--- src/logic/mag_cfg_pkg.sv ---
// Register map, field layout and decode constants for the magnetic channel config block
package mag_cfg_pkg;
    localparam logic [7:0] ADDR_CHAN_SET   = 8'h90;
    localparam logic [7:0] ADDR_TUNE_SET   = 8'h91;
    localparam logic [7:0] ADDR_COMP_LOW   = 8'h92;
    localparam logic [7:0] ADDR_MULT_COMP  = 8'h93;
    localparam logic [7:0] ADDR_SW_SET     = 8'ha0;
    localparam logic [7:0] ADDR_SW_NEAR    = 8'ha1;
    localparam logic [7:0] ADDR_SW_CONTACT = 8'ha2;

    localparam logic [7:0] RST_CHAN_SET    = 8'h03;
    localparam logic [7:0] RST_TUNE_SET    = 8'h50;
    localparam logic [7:0] RST_COMP_LOW    = 8'h00;
    localparam logic [7:0] RST_MULT_COMP   = 8'h00;
    localparam logic [7:0] RST_SW_SET      = 8'h00;
    localparam logic [7:0] RST_SW_NEAR     = 8'h19;
    localparam logic [7:0] RST_SW_CONTACT  = 8'h19;

    // Writable bit masks; reserved bits read as zero
    localparam logic [7:0] MASK_CHAN_SET   = 8'h33;
    localparam logic [7:0] MASK_SW_SET     = 8'h77;

    localparam int DIV_LSB    = 4;
    localparam int MODE_LSB   = 0;
    localparam int BASE_LSB   = 6;
    localparam int GOAL_LSB   = 0;
    localparam int GOAL_W     = 6;
    localparam int GOAL_SHIFT = 5;
    localparam int COMP_HI_LSB = 6;
    localparam int COARSE_LSB = 4;
    localparam int FINE_LSB   = 0;
    localparam int LIN_BIT    = 6;
    localparam int THYS_LSB   = 4;
    localparam int SWAP_BIT   = 2;
    localparam int PHYS_LSB   = 0;
    localparam int TOUCH_SHIFT = 2;

    localparam logic [7:0] BASE_V0 = 8'h4b;
    localparam logic [7:0] BASE_V1 = 8'h64;
    localparam logic [7:0] BASE_V2 = 8'h96;
    localparam logic [7:0] BASE_V3 = 8'hc8;

    typedef enum logic [1:0] {
        TUNE_OFF     = 2'b00,
        TUNE_PARTIAL = 2'b01,
        TUNE_SEMI    = 2'b10,
        TUNE_FULL    = 2'b11
    } tune_mode_t;

    typedef enum logic [1:0] {
        HYS_NONE = 2'b00,
        HYS_QTR  = 2'b01,
        HYS_8TH  = 2'b10,
        HYS_16TH = 2'b11
    } hys_t;
endpackage

--- src/logic/magnetic_channel_config_switch_ui.sv ---
// Register file and switch decision logic of the magnetic sensing channel pair
//
// Overview of operation
// - Charge divider field selects 1/2 to 1/16
// - Tuning mode: off, partial, semi-partial, or full tuning
// - Mode 10 fixes coarse multipliers only
// - Tuning base code selects 75/100/150/200
// - Tuning goal count is field times 32
// - Low compensation byte in full register
// - Compensation bits 9:8 from multiplier bits 7:6
// - Coarse multiplier 5:4, fine multiplier 3:0
// - Bit 6 enables output linearisation
// - Touch hysteresis off, 1/4, 1/8, 1/16
// - Proximity hysteresis off, 1/4, 1/8, 1/16
// - Bit 2 swaps field direction indication
// - Proximity threshold equals register value
// - Touch threshold is register value times four
`timescale 1ns/1ps
module magnetic_channel_config_switch_ui #(
    parameter int MEAS_W = 12
) (
    input  wire logic              sys_clk,
    input  wire logic              reset_n,
    input  wire logic              reg_wr_en,
    input  wire logic              reg_rd_en,
    input  wire logic [7:0]        reg_addr,
    input  wire logic [7:0]        reg_wr_data,
    output logic      [7:0]        reg_rd_data,
    output logic                   reg_rd_hit,
    input  wire logic              meas_valid,
    input  wire logic [MEAS_W-1:0] meas_value,
    input  wire logic              field_dir_raw,
    output logic      [1:0]        charge_rate_divider,
    output logic      [4:0]        charge_div_ratio,
    output logic                   tuning_enable,
    output logic                   tune_fine_free,
    output logic                   tune_coarse_free,
    output logic      [7:0]        tuning_base_value,
    output logic      [10:0]       tuning_goal_count,
    output logic      [9:0]        comp_value,
    output logic      [1:0]        mult_coarse,
    output logic      [3:0]        mult_fine,
    output logic                   linearise_en,
    output logic                   near_state,
    output logic                   contact_state,
    output logic                   field_dir_out
);
    // =====================================================================
    // Register file
    logic [7:0] chan_set_ff;
    logic [7:0] tune_set_ff;
    logic [7:0] comp_low_ff;
    logic [7:0] mult_comp_ff;
    logic [7:0] sw_set_ff;
    logic [7:0] sw_near_ff;
    logic [7:0] sw_contact_ff;

    wire wr_chan    = reg_wr_en && reg_addr == mag_cfg_pkg::ADDR_CHAN_SET;
    wire wr_tune    = reg_wr_en && reg_addr == mag_cfg_pkg::ADDR_TUNE_SET;
    wire wr_comp    = reg_wr_en && reg_addr == mag_cfg_pkg::ADDR_COMP_LOW;
    wire wr_mult    = reg_wr_en && reg_addr == mag_cfg_pkg::ADDR_MULT_COMP;
    wire wr_sw      = reg_wr_en && reg_addr == mag_cfg_pkg::ADDR_SW_SET;
    wire wr_near    = reg_wr_en && reg_addr == mag_cfg_pkg::ADDR_SW_NEAR;
    wire wr_contact = reg_wr_en && reg_addr == mag_cfg_pkg::ADDR_SW_CONTACT;

    always_ff @(posedge sys_clk or negedge reset_n) begin
        if (!reset_n) begin
            chan_set_ff   <= mag_cfg_pkg::RST_CHAN_SET;
            tune_set_ff   <= mag_cfg_pkg::RST_TUNE_SET;
            comp_low_ff   <= mag_cfg_pkg::RST_COMP_LOW;
            mult_comp_ff  <= mag_cfg_pkg::RST_MULT_COMP;
            sw_set_ff     <= mag_cfg_pkg::RST_SW_SET;
            sw_near_ff    <= mag_cfg_pkg::RST_SW_NEAR;
            sw_contact_ff <= mag_cfg_pkg::RST_SW_CONTACT;
        end else begin
            if (wr_chan)    chan_set_ff   <= reg_wr_data & mag_cfg_pkg::MASK_CHAN_SET;
            if (wr_tune)    tune_set_ff   <= reg_wr_data;
            if (wr_comp)    comp_low_ff   <= reg_wr_data;
            if (wr_mult)    mult_comp_ff  <= reg_wr_data;
            if (wr_sw)      sw_set_ff     <= reg_wr_data & mag_cfg_pkg::MASK_SW_SET;
            if (wr_near)    sw_near_ff    <= reg_wr_data;
            if (wr_contact) sw_contact_ff <= reg_wr_data;
        end
    end

    // =====================================================================
    // Read port, registered
    logic [7:0] nxt_rd_data;
    logic       nxt_rd_hit;
    logic [7:0] rd_data_ff;
    logic       rd_hit_ff;

    always_comb begin
        nxt_rd_hit  = 1'b1;
        nxt_rd_data = 8'h00;
        unique case (reg_addr)
            mag_cfg_pkg::ADDR_CHAN_SET:   nxt_rd_data = chan_set_ff;
            mag_cfg_pkg::ADDR_TUNE_SET:   nxt_rd_data = tune_set_ff;
            mag_cfg_pkg::ADDR_COMP_LOW:   nxt_rd_data = comp_low_ff;
            mag_cfg_pkg::ADDR_MULT_COMP:  nxt_rd_data = mult_comp_ff;
            mag_cfg_pkg::ADDR_SW_SET:     nxt_rd_data = sw_set_ff;
            mag_cfg_pkg::ADDR_SW_NEAR:    nxt_rd_data = sw_near_ff;
            mag_cfg_pkg::ADDR_SW_CONTACT: nxt_rd_data = sw_contact_ff;
            default:                      nxt_rd_hit  = 1'b0;
        endcase
    end

    always_ff @(posedge sys_clk or negedge reset_n) begin
        if (!reset_n) begin
            rd_data_ff <= 8'h00;
            rd_hit_ff  <= 1'b0;
        end else begin
            rd_data_ff <= reg_rd_en ? nxt_rd_data : 8'h00;
            rd_hit_ff  <= reg_rd_en && nxt_rd_hit;
        end
    end
    assign reg_rd_data = rd_data_ff;
    assign reg_rd_hit  = rd_hit_ff;

    // =====================================================================
    // Field decode
    wire [1:0] div_code   = chan_set_ff[mag_cfg_pkg::DIV_LSB +: 2];
    wire [1:0] mode_code  = chan_set_ff[mag_cfg_pkg::MODE_LSB +: 2];
    wire [1:0] base_code  = tune_set_ff[mag_cfg_pkg::BASE_LSB +: 2];
    wire [5:0] goal_field = tune_set_ff[mag_cfg_pkg::GOAL_LSB +: mag_cfg_pkg::GOAL_W];
    wire [1:0] thys_code  = sw_set_ff[mag_cfg_pkg::THYS_LSB +: 2];
    wire [1:0] phys_code  = sw_set_ff[mag_cfg_pkg::PHYS_LSB +: 2];

    assign charge_rate_divider = div_code;
    // Ratio 2,4,8,16 as a one-hot count
    assign charge_div_ratio    = 5'h02 << div_code;

    assign tuning_enable    = mode_code != mag_cfg_pkg::TUNE_OFF;
    assign tune_fine_free   = mode_code == mag_cfg_pkg::TUNE_SEMI ||
                              mode_code == mag_cfg_pkg::TUNE_FULL;
    assign tune_coarse_free = mode_code == mag_cfg_pkg::TUNE_FULL;

    assign tuning_base_value = base_code == 2'b00 ? mag_cfg_pkg::BASE_V0 :
                               base_code == 2'b01 ? mag_cfg_pkg::BASE_V1 :
                               base_code == 2'b10 ? mag_cfg_pkg::BASE_V2 :
                                                    mag_cfg_pkg::BASE_V3;
    assign tuning_goal_count = 11'(goal_field) << mag_cfg_pkg::GOAL_SHIFT;

    assign comp_value  = {mult_comp_ff[mag_cfg_pkg::COMP_HI_LSB +: 2], comp_low_ff};
    assign mult_coarse = mult_comp_ff[mag_cfg_pkg::COARSE_LSB +: 2];
    assign mult_fine   = mult_comp_ff[mag_cfg_pkg::FINE_LSB +: 4];

    assign linearise_en  = sw_set_ff[mag_cfg_pkg::LIN_BIT];
    assign field_dir_out = field_dir_raw ^ sw_set_ff[mag_cfg_pkg::SWAP_BIT];

    // =====================================================================
    // Thresholds and hysteresis
    wire [9:0] near_thr    = {2'b00, sw_near_ff};
    wire [9:0] contact_thr = 10'(sw_contact_ff) << mag_cfg_pkg::TOUCH_SHIFT;

    function automatic logic [9:0] hys_amount(input logic [9:0] thr, input logic [1:0] code);
        logic [9:0] r;
        r = 10'h000;
        unique case (code)
            mag_cfg_pkg::HYS_NONE: r = 10'h000;
            mag_cfg_pkg::HYS_QTR:  r = thr >> 2;
            mag_cfg_pkg::HYS_8TH:  r = thr >> 3;
            mag_cfg_pkg::HYS_16TH: r = thr >> 4;
        endcase
        return r;
    endfunction

    wire [9:0] near_hys    = hys_amount(near_thr, phys_code);
    wire [9:0] contact_hys = hys_amount(contact_thr, thys_code);
    wire [9:0] near_rel    = near_thr - near_hys;
    wire [9:0] contact_rel = contact_thr - contact_hys;

    wire [MEAS_W+1:0] meas_ext = {2'b00, meas_value};
    wire near_on     = meas_ext >= {{(MEAS_W-8){1'b0}}, near_thr};
    wire near_off    = meas_ext <  {{(MEAS_W-8){1'b0}}, near_rel};
    wire contact_on  = meas_ext >= {{(MEAS_W-8){1'b0}}, contact_thr};
    wire contact_off = meas_ext <  {{(MEAS_W-8){1'b0}}, contact_rel};

    logic near_ff;
    logic contact_ff;
    wire  nxt_near    = near_ff ? !near_off : near_on;
    wire  nxt_contact = contact_ff ? !contact_off : contact_on;

    always_ff @(posedge sys_clk or negedge reset_n) begin
        if (!reset_n) begin
            near_ff    <= 1'b0;
            contact_ff <= 1'b0;
        end else if (meas_valid) begin
            near_ff    <= nxt_near;
            contact_ff <= nxt_contact;
        end
    end
    assign near_state    = near_ff;
    assign contact_state = contact_ff;

    // =====================================================================
    // Assertions
    near_set_a: assert property (@(posedge sys_clk) disable iff (!reset_n)
        meas_valid && near_on |=> near_state)
        else $error("near state not set at threshold");
    near_hold_a: assert property (@(posedge sys_clk) disable iff (!reset_n)
        near_state && meas_valid && !near_off |=> near_state)
        else $error("near state released inside hysteresis");
    contact_rel_a: assert property (@(posedge sys_clk) disable iff (!reset_n)
        contact_state && meas_valid && contact_off && !contact_on |=> !contact_state)
        else $error("contact state not released");
    contact_thr_a: assert property (@(posedge sys_clk) disable iff (!reset_n)
        wr_contact |=> contact_thr == {$past(reg_wr_data), 2'b00})
        else $error("contact threshold not four times value");
    comp_join_a: assert property (@(posedge sys_clk) disable iff (!reset_n)
        wr_mult ##1 !wr_mult && !wr_comp |=> comp_value[9:8] == $past(reg_wr_data[7:6], 2))
        else $error("compensation high bits wrong");
    goal_count_a: assert property (@(posedge sys_clk) disable iff (!reset_n)
        wr_tune |=> tuning_goal_count == 11'($past(reg_wr_data[5:0]) * 32))
        else $error("goal count not times 32");
    base_val_a: assert property (@(posedge sys_clk) disable iff (!reset_n)
        base_code == 2'b10 |-> tuning_base_value == 8'h96)
        else $error("base value wrong");
    div_ratio_a: assert property (@(posedge sys_clk) disable iff (!reset_n)
        wr_chan |=> charge_div_ratio == (5'h02 << $past(reg_wr_data[5:4])))
        else $error("charge divider wrong");
    semi_mode_a: assert property (@(posedge sys_clk) disable iff (!reset_n)
        mode_code == 2'b10 |-> tuning_enable && tune_fine_free && !tune_coarse_free)
        else $error("semi partial mode decode wrong");
    off_mode_a: assert property (@(posedge sys_clk) disable iff (!reset_n)
        mode_code == 2'b00 |-> !tuning_enable && !tune_fine_free)
        else $error("tuning not disabled");
    swap_dir_a: assert property (@(posedge sys_clk) disable iff (!reset_n)
        wr_sw && reg_wr_data[2] |=> field_dir_out != field_dir_raw)
        else $error("direction not swapped");
    lin_mode_a: assert property (@(posedge sys_clk) disable iff (!reset_n)
        wr_sw |=> linearise_en == $past(reg_wr_data[6]))
        else $error("linearise bit wrong");
    near_thr_a: assert property (@(posedge sys_clk) disable iff (!reset_n)
        wr_near |=> near_thr == {2'b00, $past(reg_wr_data)})
        else $error("near threshold wrong");
    comp_low_a: assert property (@(posedge sys_clk) disable iff (!reset_n)
        wr_comp |=> comp_value[7:0] == $past(reg_wr_data))
        else $error("compensation low byte wrong");
    mult_fields_a: assert property (@(posedge sys_clk) disable iff (!reset_n)
        wr_mult |=> mult_coarse == $past(reg_wr_data[5:4]) && mult_fine == $past(reg_wr_data[3:0]))
        else $error("multiplier fields wrong");
    div_code_a: assert property (@(posedge sys_clk) disable iff (!reset_n)
        wr_chan |=> charge_rate_divider == $past(reg_wr_data[5:4]))
        else $error("divider code wrong");
    partial_mode_a: assert property (@(posedge sys_clk) disable iff (!reset_n)
        mode_code == 2'b01 |-> tuning_enable && !tune_fine_free && !tune_coarse_free)
        else $error("partial mode decode wrong");
    full_mode_a: assert property (@(posedge sys_clk) disable iff (!reset_n)
        mode_code == 2'b11 |-> tuning_enable && tune_fine_free && tune_coarse_free)
        else $error("full mode decode wrong");
    base_low_a: assert property (@(posedge sys_clk) disable iff (!reset_n)
        base_code == 2'b00 |-> tuning_base_value == 8'h4b)
        else $error("base value 75 wrong");
    base_mid_a: assert property (@(posedge sys_clk) disable iff (!reset_n)
        base_code == 2'b01 |-> tuning_base_value == 8'h64)
        else $error("base value 100 wrong");
    base_top_a: assert property (@(posedge sys_clk) disable iff (!reset_n)
        base_code == 2'b11 |-> tuning_base_value == 8'hc8)
        else $error("base value 200 wrong");
    swap_off_a: assert property (@(posedge sys_clk) disable iff (!reset_n)
        wr_sw && !reg_wr_data[2] |=> field_dir_out == field_dir_raw)
        else $error("direction swapped while disabled");
    near_rel_a: assert property (@(posedge sys_clk) disable iff (!reset_n)
        near_state && meas_valid && near_off |=> !near_state)
        else $error("near state not released");
    contact_set_a: assert property (@(posedge sys_clk) disable iff (!reset_n)
        meas_valid && contact_on |=> contact_state)
        else $error("contact state not set at threshold");
    contact_hold_a: assert property (@(posedge sys_clk) disable iff (!reset_n)
        contact_state && meas_valid && !contact_off |=> contact_state)
        else $error("contact state released inside hysteresis");
    state_idle_a: assert property (@(posedge sys_clk) disable iff (!reset_n)
        !meas_valid |=> $stable(near_state) && $stable(contact_state))
        else $error("state changed without a sample");
    // Read-back of the compensation and threshold registers
    rd_comp_hi_a: assert property (@(posedge sys_clk) disable iff (!reset_n)
        reg_rd_en && reg_addr == mag_cfg_pkg::ADDR_MULT_COMP |=> reg_rd_data[7:6] == $past(comp_value[9:8]))
        else $error("compensation high read-back wrong");
    rd_comp_lo_a: assert property (@(posedge sys_clk) disable iff (!reset_n)
        reg_rd_en && reg_addr == mag_cfg_pkg::ADDR_COMP_LOW |=> reg_rd_data == $past(comp_value[7:0]))
        else $error("compensation low read-back wrong");
    rd_near_a: assert property (@(posedge sys_clk) disable iff (!reset_n)
        reg_rd_en && reg_addr == mag_cfg_pkg::ADDR_SW_NEAR |=> reg_rd_data == $past(near_thr[7:0]))
        else $error("near threshold read-back wrong");
    rd_contact_a: assert property (@(posedge sys_clk) disable iff (!reset_n)
        reg_rd_en && reg_addr == mag_cfg_pkg::ADDR_SW_CONTACT |=> {reg_rd_data, 2'b00} == $past(contact_thr))
        else $error("contact threshold read-back wrong");

    near_cycle_c: cover property (@(posedge sys_clk) disable iff (!reset_n)
        !near_state ##1 near_state ##[1:50] !near_state);
    contact_set_c: cover property (@(posedge sys_clk) disable iff (!reset_n)
        !contact_state ##1 contact_state);
    hys_used_c: cover property (@(posedge sys_clk) disable iff (!reset_n)
        near_state && meas_valid && !near_on && !near_off);
    read_back_c: cover property (@(posedge sys_clk) disable iff (!reset_n)
        wr_sw ##1 reg_rd_en && reg_addr == mag_cfg_pkg::ADDR_SW_SET);
    refused_rd_c: cover property (@(posedge sys_clk) disable iff (!reset_n)
        reg_rd_en && !nxt_rd_hit ##1 !reg_rd_hit);
endmodule

--- config.mk ---
export PLATFORM = sky130hd
export DESIGN_NAME = magnetic_channel_config_switch_ui
export DESIGN_NICKNAME = d
export VERILOG_FILES = /design/src/logic/mag_cfg_pkg.sv /design/src/logic/magnetic_channel_config_switch_ui.sv
export SDC_FILE = /design/constraint.sdc
export NUM_CORES = 1
export LEC_CHECK = 0
export ABC_AREA = 1
export BUFFER_PORTS_ARGS = -buffer_cell sky130_fd_sc_hd__buf_2
export CAP_MARGIN = 15
export CORE_ASPECT_RATIO = 1.4
export CORE_MARGIN = 2
export CORE_UTILIZATION = 50
export CTS_CLUSTER_SIZE = 25
export DETAILED_ROUTE_END_ITERATION = 16
export PLACE_DENSITY = 0.76
export REMOVE_ABC_BUFFERS = 1
export SKIP_CTS_REPAIR_TIMING = 1
export SLEW_MARGIN = 5
export SYNTH_ARGS = -nofsm -noshare
export SYNTH_HDL_FRONTEND = slang
export SYNTH_SLANG_ARGS = --single-unit
--- constraint.sdc ---
create_clock -name sys_clk -period 5.01 [get_ports sys_clk]
set_input_delay 0.501 -clock sys_clk [delete_from_list [all_inputs] [get_ports sys_clk]]
set_output_delay 0.501 -clock sys_clk [all_outputs]
set_load 0.01 [all_outputs]
# Word level (Yosys, flattened, before mapping)
# Cells that the tools add are included.
totals:
  register_bits: 61
  latchBits: 0
  ramBits: 0
  mem_bits_ro: 0
  inputBits: 34
  out_inout_bits: 58
  word_cells: 62
  n_memories: 0
op_classes:
  add_sub_neg: 2
  multipliers: 0
  div_mod_pow: 0
  magnitude_cmp: 4
  eq_ne: 17
  shifts: 1
  mux: 10
  n_bitwise: 1
  reduce_logical: 16
op_table:
  columns: ["operator", "count"]
  rows:
  - ["10-bit case mux with 4 select lines", 2]
  - ["8-bit equality test, second input constant", 7]
  - ["8-bit case mux with 7 select lines", 1]
  - ["12-bit by 10-bit < comparator with 1-bit output", 2]
  - ["8-bit 2-to-1 mux", 3]
  - ["2-bit equality test, second input constant", 7]
  - ["12-bit by 10-bit greater-or-equal comparator with 1-bit output", 1]
  - ["12-bit by 8-bit greater-or-equal comparator with 1-bit output", 1]
  - ["10-bit subtractor", 1]
  - ["8-bit by 10-bit subtractor with 10-bit output", 1]
  - ["1-bit logical AND", 8]
  - ["7-bit 2-to-1 mux", 1]
  - ["7-bit OR reduction", 1]
  - ["2-bit by 1-bit equality test with 1-bit output, second input constant", 3]
  - ["2-bit zero test", 3]
  - ["2-bit by 2-bit << shifter with 5-bit output, first input constant", 1]
  - ["1-bit 2-to-1 mux", 3]
  - ["1-bit zero test", 2]
  - ["2-bit nonzero test", 1]
  - ["1-bit logical OR", 1]
  - ["1-bit XOR", 1]

# Logic depth before layout (Yosys ltp)
# Gate-level depths: netlist of the first run.
depth:
  word_depth: 6
  ltp_mapped: 22
  depth_no_buf: 22

# Worst setup path before layout of the first run
# Ideal clock, no wire load.
synth_path:
  path_type: "register -> register"
  startpoint: "register sw_set_ff[0]"
  endpoint: "register near_ff, in the netlist near_state"
  arrival_time_ps: 2722
  required_ps: 4897
  slack_ps: 2175
  stages_incl_launch_ff: 23
  path_buffers: 0
  path_cell_list: "dfrtp_1 inv_1 nor2_1 nand2_1 o221ai_1 ha_1 inv_1 fa_1 nand3_1 nand2_1 a21oi_1 nor2_1 nor2_1 xor2_1 ha_1 nand2_1 nor2_1 a211oi_1 nand2_1 nand2_1 nand2_1 nand2_1 inv_1"
synth_between:
  elab_chain_len: 6
  word_cells_on_any_way: 9
  classes_between: "1 x add/sub; 1 x order compare; 3 x eq/ne; 2 x mux; 2 x reduce/logical"
synth_lines:
  columns: ["item", "line_no", "rtl"]
  rows:
  - ["from (decl)", "magnetic_channel_config_switch_ui.sv:54", "logic [7:0] sw_set_ff;"]
  - ["from (signal assigned)", "magnetic_channel_config_switch_ui.sv:72", "sw_set_ff <= mag_cfg_pkg::RST_SW_SET;"]
  - ["from (signal assigned)", "magnetic_channel_config_switch_ui.sv:80", "if (wr_sw) sw_set_ff <= reg_wr_data & mag_cfg_pkg::MASK_SW_SET;"]
  - ["2-bit equality test, or another cell as far along", "magnetic_channel_config_switch_ui.sv:159", "unique case (code)"]
  - ["10-bit case mux with 4 select lines (*)", "magnetic_channel_config_switch_ui.sv:159", null]
  - ["8-bit by 10-bit subtractor with 10-bit output (*)", "magnetic_channel_config_switch_ui.sv:170", "wire [9:0] near_rel = near_thr - near_hys;"]
  - ["12-bit by 10-bit < comparator with 1-bit output (*)", "magnetic_channel_config_switch_ui.sv:175", "wire near_off = meas_ext < {{(MEAS_W-8){1'b0}}, near_rel};"]
  - ["1-bit zero test (*)", "magnetic_channel_config_switch_ui.sv:181", "wire nxt_near = near_ff ? !near_off : near_on;"]
  - ["1-bit 2-to-1 mux (*)", "magnetic_channel_config_switch_ui.sv:181", null]
  - ["to (signal assigned)", "magnetic_channel_config_switch_ui.sv:189", "near_ff <= nxt_near;"]
  - ["to (decl)", "magnetic_channel_config_switch_ui.sv:179", "logic near_ff;"]
# Mark *: on every way between the ends. The rest lies on a longest branch, timed or not. The select of a mux whose other input is x is not followed.
# A chain may end at the register's enable or synchronous reset.

# Final worst setup path of the first run
# Ends and elaborated chain as after synthesis.

==> out/results.txt, run 1 <==
Adder-cell share of the synthesized area: 0.143
Critical path, cell by cell: inv_1 > nor2_1 > nand2_1 > o221ai_1 > ha_1 > inv_1 > fa_1 > nand3_1 > nand2_1 > a21oi_1 > nor2_1 > nor2_1 > xor2_1 > ha_1 > nand2_1 > nor2_1 > a211oi_1 > nand2_1 > nand2_1 > nand2_1 > nand2_1 > inv_1
Relative slew slack: 0.471
Top cell by count, worst path: nand2_1
Final Util: 0.595
Synth top area share: 0.272
CTS tree: done
Initial cell density of the core: 0.516
Die H: 119 microns
Final min period: 3.17 ns
Min-Delay Path Class: in -> async
Synthesized area per cell: 7.70 sq um
N_diodes: 0
Final setup vio count: 0
CP Class: reg -> reg
Mux share of post-synthesis cell area: 0.00640
Clk root buf: clkbuf_16
Synth Cell Area: 4690 sq um
H-tree depth: 3
Routed WL: 12500 microns
Clock Sinks: 61
Asr flop ratio synth: 1.00
Synth Instances: 609
Rows: 41
Crit path DAT: 3.40 ns
Clock transition at path regs: 0.05 ns
Skew final: 0.00650 ns
Power Dens Cells: 286 nW/um^2
Slew @ Worst Pin: 0.794 ns
CP required: 5.24 ns
Gr ovfl total: 0
HPWL after detailed placement: 9660 microns
Synth Area in XOR/XNOR: 0.0243
P&R area growth vs syn: 15.2%
Cell area after layout: 5400 sq um
Primary FF master, synth: dfrtp_1
Failing checks: design-rule violations
Sequential area share after synthesis: 0.328
I/O pin cnt: 92
Unrepaired setup endpoints after global routing: false
CP max stage delay: 0.39 ns
Yosys cell types: 41
Die X: 85.9 microns
GRT Util Overall: 0.253
Final hold violations: 0
Status: complete, but fails checks
Initial DRC count: 234
Final period util: 0.633
Die ar.: 10200 sq um
Slew Limit Fails: 0
CP Max Fanout: 6
Ys Warns: 0
Post-synth EDFFs: 0
Routed WL per cell: 15.6 microns
Via count: 4383
Compound-Gate Fraction of Synth Area: 0.162
Core area: 9080 sq um
Setup TNS: 0 ns
Largest family of logic cells by synthesized area: simple AND/OR/NAND/NOR gates
RD Place Congestion: 0.884
Total CTS buffers: 9
Minimum hold slack: 0.306 ns
Placed Area: 5110 sq um
First-pass GRT wire length: 20100 microns
First-pass detailed-route iteration total: 11
Max Cap Viol: 0
CP max-delay cell: dfrtp_1
Most numerous cell in the Yosys netlist: nand2_1
Avg Vias per Cell: 5.47
Maximum clock frequency: 0.315 GHz
Startpoint Class: flop
Final #Nets: 777
CP endpoint kind: flop
Post-synthesis register bit count: 61
Ratio of cells with drive above 1 in the final layout: 0.212
Simple-Gate Fraction of Synth Area: 0.224
Port bufs: 85
Skew-Pair Late Insertion Delay: 0.33 ns
VDD IR max: 238 uV
Clock buffer depth: 2
Largest net degree at the start of global routing: 62
Synth area leaders: dfrtp_1, ha_1, nand2_1
Cell taking the most area after synthesis: dfrtp_1
Vias in the first global route: 4237
R2R Setup Slk: 1.84 ns
Initial antenna violation count: 0
Residual DRC: 6
Commonest cells in the netlist: nand2_1, inv_1, ha_1, o21ai_0, dfrtp_1
Leakage Power: 2.87 nW
Remaining antenna violation count after routing: 0
[sequential cells by signal, summed over array words and instances, names as in the netlist]
register / count
comp_low_ff: 8
mult_comp_ff: 8
reg_rd_data: 8
sw_contact_ff: 8
sw_near_ff: 8
tune_set_ff: 8
sw_set_ff: 6
chan_set_ff: 4
contact_state: 1
near_state: 1
reg_rd_hit: 1
[cell families after synthesis]
family,Yosys count
flops,61
xor+xnor,13
simple gates,232
compound gates,132
mux,2
other cells,1
fa+ha+maj,53
buf+inv,115
[routing by layer]
layer	global-route usage	up-vias	wire (microns)
met3	0.0419	27	740
met1	0.302	2039	5070
met5	0	-	0
met4	0.116	0	392
met2	0.439	179	6320
li1	-	2138	-
[power by group]
part / total, mW / switching, mW / internal, mW
Clock: 0.613 / 0.230 / 0.384
Combinational: 0.378 / 0.232 / 0.146
Sequential: 0.556 / 0.0278 / 0.528
Total: 1.55 / 0.490 / 1.06
[worst paths after layout]
path,cells after the start,to,from
worst max-delay path,22,near_state,sw_set_ff[0]
min in group sys_clk,3,sw_near_ff[0],reg_wr_data[0]
worst min register to register,2,chan_set_ff[1],chan_set_ff[1]
worst max register to register,22,near_state,sw_set_ff[0]
max in group asynchronous,2,mult_comp_ff[5],reset_n
worst min-delay path,2,near_state,reset_n
[through the flow]
stage          std cells  worst slack (ns)  total power [mW]
3_5_place_dp         786              1.83             0.940
2_1_floorplan        593              2.18             0.809
5_1_grt              802              1.48              1.63
4_1_cts              802              1.84              1.55
6_report             802              1.84              1.55
3_3_place_gp         786              1.95             0.923
[layout make-up]
| class | instances | area, sq um |
|---|---|---|
| clock buffers | 10 | 229 |
| clock inverters | 6 | 63.8 |
| fillers | 802 | 3680 |
| inverters | 94 | 353 |
| multi-input cells | 438 | 2650 |
| flip-flops and latches | 61 | 1540 |
| well taps | 107 | 134 |
| repair buffers | 86 | 433 |
[layout by cell type (no fill, tap or decap), types with 3 or more instances in the layout]
cell type / n
dfrtp_1: 51
a21oi_1: 38
nor3_4: 3
nor3_1: 4
dfstp_2: 10
o211ai_1: 3
nand3_1: 23
nand4_1: 5
nand2_1: 139
o21ai_0: 52
clkbuf_16: 9
ha_1: 52
nor2_1: 41
buf_2: 85
inv_1: 90
nand2_2: 4
xor2_1: 7
o21a_1: 4
xnor2_1: 6
conb_1: 6
o21ai_2: 13
nand2_4: 3
o22ai_1: 15
[critical path: cells and delay by family, from the launching register on]
family | cells | cell delay [ns]
xor gates and xnor gates | 1 | 0.16
DFF | 1 | 0.39
adders and majority gates | 3 | 0.80
and+or+nand+nor | 12 | 1.16
AOI/OAI and AO/OA | 3 | 0.39
buffers and inverters | 3 | 0.14
(Power assumes the default switching activity.)
==> run 2: changes to the inputs <==
ABC_AREA = 0   (was 1)
clock period = 3.2 ns   (was 5.01 ns; I/O delays follow)
==> run 2 against run 1 <==
- the flow finishes with violations (design-rule violations, negative setup slack)
- non-clock buffer count increased by 35
- critical endpoint is now contact_state
- largest cell class unchanged
- area after synthesis about the same
- critical path type unchanged
- final cell count decreased by 14%
==> out/results.txt, run 2 <==
Die X: 85.9 microns (about the same)
Most numerous cell in the Yosys netlist: ha_1
PnR worst setup slack: -0.120 ns (-1.96 ns)
Vias in the first global route: 4160 (-1.8%)
Mux share of post-synthesis cell area: 0.151 (+0.145)
Commonest non-fill, non-tap cell in the layout: buf_2
Clk root buf: clkbuf_16
Leading cell types in the layout, fill and taps excluded: buf_2, mux2_2, ha_1, dfrtp_1, buf_4
Power consumption: 2.62 mW (+70%)
CP required: 3.44 ns (-1.80 ns)
P&R area growth vs syn: 23.7%
Remaining antenna violation count after routing: 0 (unchanged)
Setup TNS: -0.120 ns (-0.120 ns)
Sequential area share after synthesis: 0.328 (about the same)
Core area: 9080 sq um (unchanged)
CTS tree: done
Initial DRC count: 173 (-26%)
Clock buffer depth: 2 (unchanged)
Power Dens Cells: 452 nW/um^2 (+58%)
Gr ovfl total: 0 (unchanged)
Synthesized area per cell: 10.0 sq um (+30%)
Setup WS pre-CTS: -0.0912 ns (-1.92 ns)
Rows: 41 (unchanged)
Die H: 119 microns (about the same)
Yosys cell types: 66 (+61%)
Synth Area in XOR/XNOR: 0.0243 (about the same)
Largest net degree at the start of global routing: 32 (-48%)
Asr flop ratio synth: 1.00 (unchanged)
Initial antenna violation count: 0 (unchanged)
Avg Vias per Cell: 5.92 (+8.3%)
Skew-Pair Late Insertion Delay: 0.33 ns (about the same)
Synth Cell Area: 4690 sq um (about the same)
GRT Util Overall: 0.252 (-0.00152)
Share of power burned in combinational logic: 0.273 (+0.029)
Routed WL: 12700 microns (+1.2%)
Relative slew slack: 0.518 (+0.0472)
Final hold violations: 0 (unchanged)
Port bufs: 85 (unchanged)
VDD IR max: 358 uV (+50%)
Cell Int Power: 1.88 mW (+78%)
Adder-cell share of the synthesized area: 0.143 (about the same)
Clock Sinks: 61 (unchanged)
Max Cap Viol: 0 (unchanged)
Minimum hold slack: 0.0487 ns (-0.257 ns)
Reg power frac: 0.326 (-0.033)
N_diodes: 0 (unchanged)
Slew Limit Fails: 0 (unchanged)
CP Max Fanout: 3 (-3)
Final period util: 1.04 (+0.405)
First-pass detailed-route iteration total: 10 (-1)
Final #Nets: 661 (-15%)
Ratio of cells with drive above 1 in the final layout: 0.418 (+0.206)
Synth top area share: 0.272 (about the same)
Synth area leaders: dfrtp_1, ha_1, mux2_2
Maximum clock frequency: 0.301 GHz (-4.5%)
Cell taking the most area after synthesis: dfrtp_1
Clock transition at path regs: 0.05 ns (about the same)
Multi-input logic area: 2980 sq um (+12%)
Largest family of logic cells by synthesized area: compound AO/OA/AOI/OAI gates
Final min period: 3.32 ns (+0.150 ns)
CP endpoint kind: flop
Post-synthesis register bit count: 61 (unchanged)
Commonest cells in the netlist: ha_1, dfrtp_1, mux2_2, inv_1, nor2_1
HPWL after detailed placement: 9660 microns (about the same)
Skew final: 0.00542 ns (-0.00108 ns)
Leakage Power: 2.83 nW (-1.3%)
Crit path DAT: 3.56 ns (+0.16 ns)
Die ar.: 10200 sq um (about the same)
Ys Warns: 0 (unchanged)
RD Place Congestion: 0.924 (+4.5%)
Status: complete, but fails checks
Simple-Gate Fraction of Synth Area: 0.133 (-0.0919)
I/O pin cnt: 92 (unchanged)
CP Class: reg -> reg
Min-Delay Path Class: in -> async
Via count: 4061 (-7.3%)
Clock power frac: 0.400 (+0.004)
Startpoint Class: flop
Slew @ Worst Pin: 0.723 ns (-0.0708 ns)
Total CTS buffers: 9 (unchanged)
Primary FF master, synth: dfrtp_1
Sw Ratio: 0.283 (-0.0333)
Compound-Gate Fraction of Synth Area: 0.157 (-0.00569)
Initial cell density of the core: 0.517 (about the same)
Final setup vio count: 1 (+1)
Post-synth EDFFs: 0 (unchanged)
Switching power: 0.744 mW (+52%)
Seq. cell area: 1540 sq um (+0.24%)
Placed Area: 5300 sq um (+3.7%)
H-tree depth: 3 (unchanged)
Unrepaired setup endpoints after global routing: true
Routed WL per cell: 18.5 microns (+18%)
Synth Instances: 467 (-23%)
Cell area after layout: 5800 sq um (+7.4%)
Failing checks: design-rule violations, negative setup slack
Residual DRC: 4 (-2)
First-pass GRT wire length: 20100 microns (unchanged)
Filler cells: 742 (-7.5%)
-- run 2: cell types whose count changed after synthesis, moves of 8 or more --
cell / before / now
a21oi_1: 38 / 21
a22oi_1: 0 / 15
clkbuf_1: 1 / 9
inv_1: 90 / 31
mux2_2: 0 / 51
mux2i_1: 0 / 9
nand2_1: 139 / 24
nand3_1: 23 / 4
nor2_1: 41 / 25
nor2b_1: 0 / 11
o21ai_0: 52 / 20
o21ai_2: 13 / 0
o22ai_1: 15 / 4
-- run 2: path summary, 6_finish.rpt --
kind                       cells after the start  slack, ns              end        startpoint
setup / recovery                              15      -0.12    contact_state  sw_contact_ff[4]
hold reg to reg                                1       0.53  mult_comp_ff[1]   mult_comp_ff[1]
min in group sys_clk                           2       0.32    sw_near_ff[7]    reg_wr_data[7]
max in group asynchronous                      2       2.24   tune_set_ff[4]           reset_n
hold / removal                                 1       0.05   chan_set_ff[5]           reset_n
setup reg to reg                              15      -0.12    contact_state  sw_contact_ff[4]
-- run 2: area by class of cell --
type | instances | area share
clock buffers | 12 | 0.0442
clock inverters | 4 | 0.0121
inverters | 31 | 0.0201
multi-input cells | 350 | 0.513
flip-flops and latches | 61 | 0.266
well taps | 107 | 0.0231
repair buffers | 121 | 0.121
-- run 2: logic make-up after synthesis --
kind of cell    count (synthesis)
compound gates                109
flops                          61
mux                            62
other cells                     1
fa+ha+maj                      53
buf+inv                        61
xor+xnor                       13
simple gates                  107
-- run 2: per-layer routing --
| metal | wire, microns | global-route usage |
|---|---|---|
| met5 | 0 | 0 |
| met4 | 560 | 0.120 |
| met3 | 601 | 0.0475 |
| met2 | 6570 | 0.447 |
| met1 | 4940 | 0.283 |
-- run 2: critical path, cell delays in order, from the launching register on --
cell and delay [ns]:
dfstp_2 0.53, buf_4 0.10, inv_1 0.05, o21ai_0 0.15
a21oi_1 0.10, ha_1 0.35, a211oi_2 0.28, nor3b_2 0.10
o41ai_2 0.32, xnor2_1 0.12, ha_1 0.31, and3_4 0.18
nand4_1 0.11, o211ai_1 0.22, nor2_1 0.09, a211oi_2 0.23
-- run 2: through the flow --
step / cells / utilization
after floorplan: 442 / -
after global placement: 662 / 0.583
after detailed placement: 662 / 0.583
after CTS: 678 / 0.619
after global routing: 686 / 0.639
final: 686 / 0.639
-- run 2: power by group through the flow --
| stage | logic, mW | registers [mW] | clock network, mW |
|---|---|---|---|
| after floorplan | 0.393 | 0.871 | 0 |
| after detailed placement | 0.650 | 0.867 | 0 |
| after global placement | 0.626 | 0.864 | 0 |
| after CTS | 0.654 | 0.855 | 1.06 |
| after global routing | 0.791 | 0.861 | 1.10 |
| final | 0.717 | 0.857 | 1.05 |
